===== config.mk =====
export PLATFORM = sky130hd
export DESIGN_NAME = epc_host_cmd_port
export DESIGN_NICKNAME = d
export VERILOG_FILES = /design/src/epc_pkg.sv /design/src/epc_host_cmd_port.sv
export SDC_FILE = /design/constraint.sdc
export NUM_CORES = 1
export LEC_CHECK = 0
export BUFFER_PORTS_ARGS = -buffer_cell sky130_fd_sc_hd__buf_2
export CAP_MARGIN = 5
export CORE_UTILIZATION = 51
export CTS_CLUSTER_DIAMETER = 150
export DETAILED_ROUTE_END_ITERATION = 10
export PLACE_DENSITY = 0.76
export REMOVE_ABC_BUFFERS = 1
export SETUP_SLACK_MARGIN = 0.2
export SLEW_MARGIN = 25
export SYNTH_ARGS = -nofsm -noshare
export SYNTH_HDL_FRONTEND = slang
export SYNTH_SLANG_ARGS = --single-unit
export TNS_END_PERCENT = 50

===== constraint.sdc =====
create_clock -name sys_clk_in -period 2.33 [get_ports sys_clk_in]
set_clock_uncertainty 0.1 [all_clocks]
set_input_delay 0.233 -clock sys_clk_in [delete_from_list [all_inputs] [get_ports sys_clk_in]]
set_output_delay 0.233 -clock sys_clk_in [all_outputs]
set_load 0.05 [all_outputs]

===== src/epc_pkg.sv =====
`default_nettype none
package epc_pkg;
   // ==========================================================
   // link framing
   localparam logic [3:0] BITS_FOUR_WIRE  = 4'h8;
   localparam logic [3:0] BITS_THREE_WIRE = 4'h9;
   // ==========================================================
   // gate driving level command
   localparam logic [7:0] CMD_GATE_LEVEL     = 8'h03;
   localparam logic [4:0] GATE_CODE_DEFAULT  = 5'h00;
   localparam logic [4:0] GATE_CODE_MIN      = 5'h03;
   localparam logic [4:0] GATE_CODE_MAX      = 5'h17;
   localparam logic [5:0] GATE_HALF_V_DEFAULT = 6'h28;
   localparam logic [5:0] GATE_HALF_V_OFFSET  = 6'h11;
   // ==========================================================
   // reset values and parameter index limit
   localparam logic [7:0] CMD_RESET       = 8'h00;
   localparam logic [7:0] PARAM_IDX_RESET = 8'h00;
   localparam logic [7:0] PARAM_IDX_MAX   = 8'hff;
endpackage : epc_pkg
`default_nettype wire


===== src/epc_host_cmd_port.sv =====
`timescale 1ns/1ps
`default_nettype none

// Notes on behaviour
// - link bits are taken only while chip select is low; select high clears the bit counter.
// - a byte with data/command low is a command code, with it high a parameter byte.
// - the device is held in reset while the reset pin is low and runs while it is high.
// - busy is high while internal work (waveform output, sensor talk) is going on, else low.
// - strap low selects the 4-line link with a data/command pin, high the 3-line 9-bit link.
// - command 03h takes one parameter whose low five bits, when 00h or 03h to 17h, set the gate high level.
module epc_host_cmd_port (
   input  wire logic       sys_clk_in,
   input  wire logic       rst_in,
   input  wire logic       link_clk_in,
   input  wire logic       link_data_in,
   input  wire logic       link_cs_low_in,
   input  wire logic       link_dc_in,
   input  wire logic       reset_low_pin_in,
   input  wire logic       link_variant_strap_in,
   input  wire logic       work_in,
   output logic            busy_out,
   output logic            three_wire_out,
   output logic            cmd_valid_out,
   output logic [7:0]      cmd_code_out,
   output logic            param_valid_out,
   output logic [7:0]      param_data_out,
   output logic [7:0]      param_index_out,
   output logic [4:0]      gate_high_level_out,
   output logic [5:0]      gate_half_volts_out
);

   typedef struct packed {
      logic [1:0] scl_s;
      logic [1:0] sda_s;
      logic [1:0] cs_s;
      logic [1:0] dc_s;
      logic [1:0] rstp_s;
      logic [1:0] work_s;
      logic [1:0] strap_s;
      logic       scl_prev;
      logic       three_wire;
      logic [3:0] bit_cnt;
      logic [8:0] shift;
      logic       busy;
      logic       cmd_valid;
      logic [7:0] cmd_code;
      logic       param_valid;
      logic [7:0] param_data;
      logic [7:0] param_index;
      logic [4:0] gate_code;
      logic [5:0] gate_half_v;
   } epc_state_t;

   epc_state_t s;
   epc_state_t next_s;

   // ==========================================================
   // next state
   always_comb
   begin
      logic [8:0] sh;
      logic [3:0] last;
      logic       is_data;
      sh      = 9'h000;
      last    = 4'h0;
      is_data = 1'b0;
      next_s  = s;
      // second stage is the only reader of each first stage
      next_s.scl_s   = {s.scl_s[0], link_clk_in};
      next_s.sda_s   = {s.sda_s[0], link_data_in};
      next_s.cs_s    = {s.cs_s[0], link_cs_low_in};
      next_s.dc_s    = {s.dc_s[0], link_dc_in};
      next_s.rstp_s  = {s.rstp_s[0], reset_low_pin_in};
      next_s.work_s  = {s.work_s[0], work_in};
      next_s.strap_s = {s.strap_s[0], link_variant_strap_in};
      next_s.scl_prev    = s.scl_s[1];
      next_s.cmd_valid   = 1'b0;
      next_s.param_valid = 1'b0;
      next_s.busy        = s.work_s[1];
      if (!s.rstp_s[1])
      begin
         next_s.bit_cnt     = 4'h0;
         next_s.cmd_code    = epc_pkg::CMD_RESET;
         next_s.param_index = epc_pkg::PARAM_IDX_RESET;
         next_s.gate_code   = epc_pkg::GATE_CODE_DEFAULT;
         next_s.gate_half_v = epc_pkg::GATE_HALF_V_DEFAULT;
         next_s.three_wire  = s.strap_s[1];
      end
      else if (s.cs_s[1])
      begin
         // strap only takes effect between frames, never mid byte
         next_s.bit_cnt    = 4'h0;
         next_s.three_wire = s.strap_s[1];
      end
      else if (s.scl_s[1] && !s.scl_prev)
      begin
         sh           = {s.shift[7:0], s.sda_s[1]};
         next_s.shift = sh;
         last = s.three_wire ? (epc_pkg::BITS_THREE_WIRE - 4'h1)
                             : (epc_pkg::BITS_FOUR_WIRE - 4'h1);
         if (s.bit_cnt == last)
         begin
            next_s.bit_cnt = 4'h0;
            is_data = s.three_wire ? sh[8] : s.dc_s[1];
            if (!is_data)
            begin
               next_s.cmd_valid   = 1'b1;
               next_s.cmd_code    = sh[7:0];
               next_s.param_index = epc_pkg::PARAM_IDX_RESET;
            end
            else
            begin
               next_s.param_valid = 1'b1;
               next_s.param_data  = sh[7:0];
               if (s.param_index != epc_pkg::PARAM_IDX_MAX)
               begin
                  next_s.param_index = s.param_index + 8'h01;
               end
               // reserved codes leave the level unchanged
               if (s.cmd_code == epc_pkg::CMD_GATE_LEVEL &&
                   s.param_index == epc_pkg::PARAM_IDX_RESET)
               begin
                  if (sh[4:0] == epc_pkg::GATE_CODE_DEFAULT)
                  begin
                     next_s.gate_code   = sh[4:0];
                     next_s.gate_half_v = epc_pkg::GATE_HALF_V_DEFAULT;
                  end
                  else if (sh[4:0] >= epc_pkg::GATE_CODE_MIN &&
                           sh[4:0] <= epc_pkg::GATE_CODE_MAX)
                  begin
                     next_s.gate_code   = sh[4:0];
                     next_s.gate_half_v = {1'b0, sh[4:0]} + epc_pkg::GATE_HALF_V_OFFSET;
                  end
               end
            end
         end
         else
         begin
            next_s.bit_cnt = s.bit_cnt + 4'h1;
         end
      end
   end

   // ==========================================================
   // state register
   always_ff @(posedge sys_clk_in or posedge rst_in)
   begin
      if (rst_in)
      begin
         s             <= '0;
         s.cs_s        <= 2'h3;
         s.gate_half_v <= epc_pkg::GATE_HALF_V_DEFAULT;
      end
      else
      begin
         s <= next_s;
      end
   end

   assign busy_out            = s.busy;
   assign three_wire_out      = s.three_wire;
   assign cmd_valid_out       = s.cmd_valid;
   assign cmd_code_out        = s.cmd_code;
   assign param_valid_out     = s.param_valid;
   assign param_data_out      = s.param_data;
   assign param_index_out     = s.param_index;
   assign gate_high_level_out = s.gate_code;
   assign gate_half_volts_out = s.gate_half_v;
endmodule : epc_host_cmd_port

`default_nettype wire


* After elaboration in Yosys (flattened, before gate mapping)
Index checks and enable logic that the tools add are counted. Widths: inputs -> output; s select.
Word-level totals: bits in latches 0, bits in read-only memories 0, register bits after elaboration 67, input port bits 9, output and inout bits 39, RAM bits 0, memories 0
Cells by class: $add $sub $neg 3, reduce and logical (&&, ||, !) cells 11, shift operators 0, multipliers 0, bitwise gates (word level) 1, equal/unequal tests 13, mux-type cells 22, magnitude comparators 2, div/mod/pow operators 0
Operators by type and width (count):
- $mux 37 | 3
- $mux 11 | 4
- $mux 9 | 3
- $mux 8 | 3
- $mux 19 | 1
- $mux 13 | 1
- $mux 4 | 3
- $ne 2x1->1 const B | 5
- $add 8x1->8 const B | 1
- $eq 8x2->1 const B | 1
- $logic_not 8->1 | 1
- $ne 8x8->1 const B | 1
- $reduce_and 4->1 | 2
- $add 5x5->6 const B | 1
- $ne 3x1->1 const B | 2
- $reduce_and 6->1 | 1
- $ge 5x2->1 const B | 1
- $le 5x5->1 const B | 1
- $logic_not 5->1 | 1
- $mux 5 | 1
- $reduce_and 5->1 | 1
- $add 4x1->4 const B | 1
- $eq 4x4->1 | 1
- $ne 2x2->1 const B | 2
- 6 further kinds | 10

* Logic depth before layout (Yosys ltp)
depth after elaboration 10, gate-level depth with buffers 7, mapped depth without buffers 7

* Worst setup path before layout
No wires, ideal clock.
path kind flip-flop to flip-flop, start point register s, in the netlist three_wire_out, end point register s, in the netlist param_index_out[7], stages on the path, launching flop included 8, setup slack -0.158 ns, arrival 2.262 ns, period minus slack after synthesis 2.488 ns, setup time 0.126 ns, cells stage by stage dfrtp_1 -> or2_2 -> o22a_4 -> or3_1 -> buf_6 -> a21o_1 -> buf_6 -> a221o_1
Between the ends: cells in the longest elaborated chain, start to end 6, elaborated cells on any way between the ends 11, classes of those cells eq/ne: 3; mux: 7; reduce/logical: 1
Ends and longest elaborated chain:
- from (decl) | line epc_host_cmd_port.sv:54 | epc_state_t s;
- from (signal assigned) | line epc_host_cmd_port.sv:156 | s <= next_s;
- $mux 1 | line epc_host_cmd_port.sv:104 | is_data = s.three_wire ? sh[8] : s.dc_s[1];
- $mux 8 | line epc_host_cmd_port.sv:105 | if (!is_data)
- $mux 37 | line epc_host_cmd_port.sv:101 | if (s.bit_cnt == last)
- $mux 37 | line epc_host_cmd_port.sv:95 | else if (s.scl_s[1] && !s.scl_prev)
- $mux 37 | line epc_host_cmd_port.sv:89 | else if (s.cs_s[1])
- $mux 19 | line epc_host_cmd_port.sv:80 | if (!s.rstp_s[1])
Several ways; a longest one is shown, not always the timed one. The select of a mux whose other input is x is not followed. A chain may end at the register's enable or synchronous reset.

* Worst setup path in the final report
start point register s[47] (netlist name), end point register s, in the netlist cmd_code_out[0]
Between the ends: cells in the longest elaborated chain, start to end 3
Ends and longest elaborated chain (line):
- $eq 4x4->1 | epc_host_cmd_port.sv:101
- $ne 2x1->1 (no source line)
- $reduce_and 4->1 (no source line)
Every way passes these cells.

==> impl_metrics.py <==
metrics = {
    "sta": {
        "period_minus_slack_ns": 2.23,
        "setup_ws_ns": 0.0985,
        "finalSetupViolCount": 0,
        "whs_ns": 0.249,
        "drv_slew": 0,
        "timing.fmax_ghz": 0.448,
        "period_share_pct": 95.8,
        "slew_headroom_pct": 70.9,
        "hold_viol": 0,
        "rsz0062_at_grt": "true",
        "worst_pin_slew_ns": 0.435,
    },
    "worst_setup_path": {
        "cp_cell_sequence": "or3_4 > o22a_4 > or3_4 > a211o_4 > a22o_1",
        "reg2regPathDepth": 5,
        "cp_slowest_cell": "or3_4",
        "startpoint_type": "flip-flop",
        "end_kind": "flip-flop",
        "cp_max_fo": 8,
        "cp-startpoint": "s[47]",
        "critPathKind": "reg2reg",
        "cp.arrival_ns": 2.36,
        "critPathMaxStageDelay_ns": 0.41,
        "crit-reg2reg-launch": "s[47]",
        "worst_path_most_repeated_cell": "or3_4",
        "crit_end": "cmd_code_out[0]",
        "timing.rr.end": "cmd_code_out[0]",
        "cp_data_required_time_ns": 2.46,
        "ff2ff_setup_slack_ns": 0.1,
    },
    "synthesis": {
        "synth.cell_area_um2": 3080,
        "synth-async-reset-ratio_pct": 100,
        "syn_inst": 282,
        "ys_top_cells_by_area": "dfrtp_1 50%, buf_4 8.5%, nand2_1 5.1%",
        "ys.flop_type": "dfrtp_1",
        "ys_ff_latch": 66,
        "syn_avg_cell_area_um2": 10.9,
        "synth_cell_type_count": 51,
        "synth_common_cells": "62 x dfrtp_1, 42 x nand2_1, 35 x buf_4",
        "synth_top_area_cell": "dfrtp_1",
        "synth_edf_count": 0,
        "seq_area_frac_synth_pct": 53.8,
        "synth_top_area_share_pct": 50.4,
        "yosysWarnings": 0,
        "yosysMostFrequentCell": "dfrtp_1",
    },
    "routing": {
        "vias": 2174,
        "viasPerCell": 5.34,
        "wirelength_mm": 6.18,
        "drt_iter0_markers": 180,
        "route.detailed.drc": 0,
        "postRouteAntennaNets": 0,
        "route.detailed.wl_per_inst_um": 15.2,
        "drtPass1Iterations": 5,
    },
    "global_routing": {
        "grt.total_usage_pct": 21.7,
        "grt_pass1_wl_mm": 10.1,
        "grt_pass1_vias": 2084,
        "antenna_found_initial": 0,
        "grt_max_degree": 36,
        "grt.overflow.total": 0,
    },
    "floorplan": {
        "core_area_um2": 5680,
        "die_width_um": 79.7,
        "die-area_um2": 6350,
        "ioPinCount": 48,
        "die_h_um": 79.7,
        "start_util_pct": 54.2,
        "rows": 27,
    },
    "run": {
        "cap_violations": 0,
    },
    "power": {
        "p_leak_nw": 1.81,
        "power_density_nw_per_um2": 669,
        "finalPower_mw": 2.45,
        "ir_worst_vdd_v": 0.000467,
    },
    "clock_network": {
        "clockBufferDepth": 2,
        "ctsHtreeMaxLevel": 3,
        "root_buffer": "clkbuf_8",
        "numClockSinks": 66,
        "cts_tree": "built",
        "path_clk_slew_ns": 0.08,
        "clock_latency_ns": 0.34,
        "cts_made_buffers": 9,
    },
    "layout": {
        "multi_input_area_um2": 1150,
        "final-seq-area_um2": 1660,
        "drive_gt1_share_pct": 38.2,
        "post-route-util_pct": 64.4,
        "layout.nets": 344,
        "fillerInstances": 434,
        "final-instance-count-excl-fill": 407,
        "syn_to_final_growth_pct": 18.9,
        "n_antenna_cell": 0,
    },
    "place": {
        "gp_congestion": 0.819,
        "port_buffers": 47,
        "hpwl_mm": 4.25,
        "pre_cts_slack_ns": 0.0357,
        "dp_cells": 377,
    },
    "outcome": {
        "run_status": "finished, final reports clean",
    },
    "hold_path": {
        "min_path_type": "reg2reg",
    },
}
state kept, by name, indices dropped and copies added, names as in the netlist:
name	count
param_valid_out	1
cmd_valid_out	1
cmd_code_out	8
param_index_out	8
s	18
busy_out	1
param_data_out	8
next_s	9
three_wire_out	1
gate_high_level_out	5
gate_half_volts_out	6
cell usage in the layout (no fill, tap or decap), types with 3 or more instances in the layout:
cell,netlist,layout
dfrtp_1,62,61
buf_2,1,47
nand2_1,42,42
buf_4,35,26
o21ai_0,18,13
mux2_2,11,10
clkbuf_8,0,10
nor2_1,8,8
a22o_1,8,8
dlygate4sd3_1,0,8
inv_1,10,7
nor3_1,8,6
o211ai_1,6,6
nand3_1,4,4
o21ai_1,0,4
ha_1,5,4
dfstp_2,4,4
nand2b_1,3,3
and3_1,3,3
inv_2,0,3
mux2i_1,3,3
a21oi_1,3,3
where the power goes:
group / internal, mW / switching (mW) / leakage, nW
combinational: 0.101 / 0.137 / 0.845
clock: 0.529 / 0.444 / 0.0962
sequential: 1.19 / 0.0475 / 0.868
total: 1.82 / 0.628 / 1.81
area by class of cell:
class | count | area share (%)
multi-input combinational | 161 | 31.3
inverter | 10 | 1.03
tap | 72 | 2.46
clock buffer | 11 | 3.87
clock inverter | 5 | 1.71
sequential | 66 | 45.3
timing repair buffer | 82 | 14.3
worst min path at each step:
stage                       to  cells past startpoint            from
floorplan           next_s[62]                      0  link_cs_low_in
global placement         s[45]                      3          rst_in
detailed placement       s[64]                      0      next_s[64]
CTS                      s[64]                      0      next_s[64]
global route             s[62]                      0      next_s[62]
finish                   s[58]                      0      next_s[58]
timing repair:
action,CTS,global route
endpoints found under the setup margin,22,27
buffers inserted,3,3
hold endpoints to repair,69,0
resized for setup,4,19
hold buffers,8,0
pin swaps,14,11
logic make-up after synthesis:
group | Yosys count | share of synthesized area [%]
AOI/OAI and AO/OA | 54 | 13.1
xor gates and xnor gates | 3 | 0.854
adders and majority gates | 5 | 2.03
buffers and inverters | 55 | 11.5
DFF | 66 | 53.8
muxes | 14 | 5.00
and+or+nand+nor | 85 | 13.7
stage by stage:
stage / instance area, um^2 / setup TNS [ns]
2_1_floorplan: 2760 / -15.85
3_3_place_gp: 3250 / 0
3_5_place_dp: 3250 / 0
4_1_cts: 3570 / 0
5_1_grt: 3660 / 0
6_report: 3660 / 0
critical path: cells and delay by family, from the launching register on:
kind            cells  cell delay [ns]
simple gates        2             0.80
flops               1             0.39
compound gates      3             0.85
per-layer routing:
metal  GRT usage, %  share of wire [%]  vias up
met5              0                  0        -
met4           11.8                1.9        0
met3           3.66                3.5       11
met2           34.1                 51       47
met1           28.5                 44     1068
li1               -                  -     1048
Power figures use the tool's default switching activity.
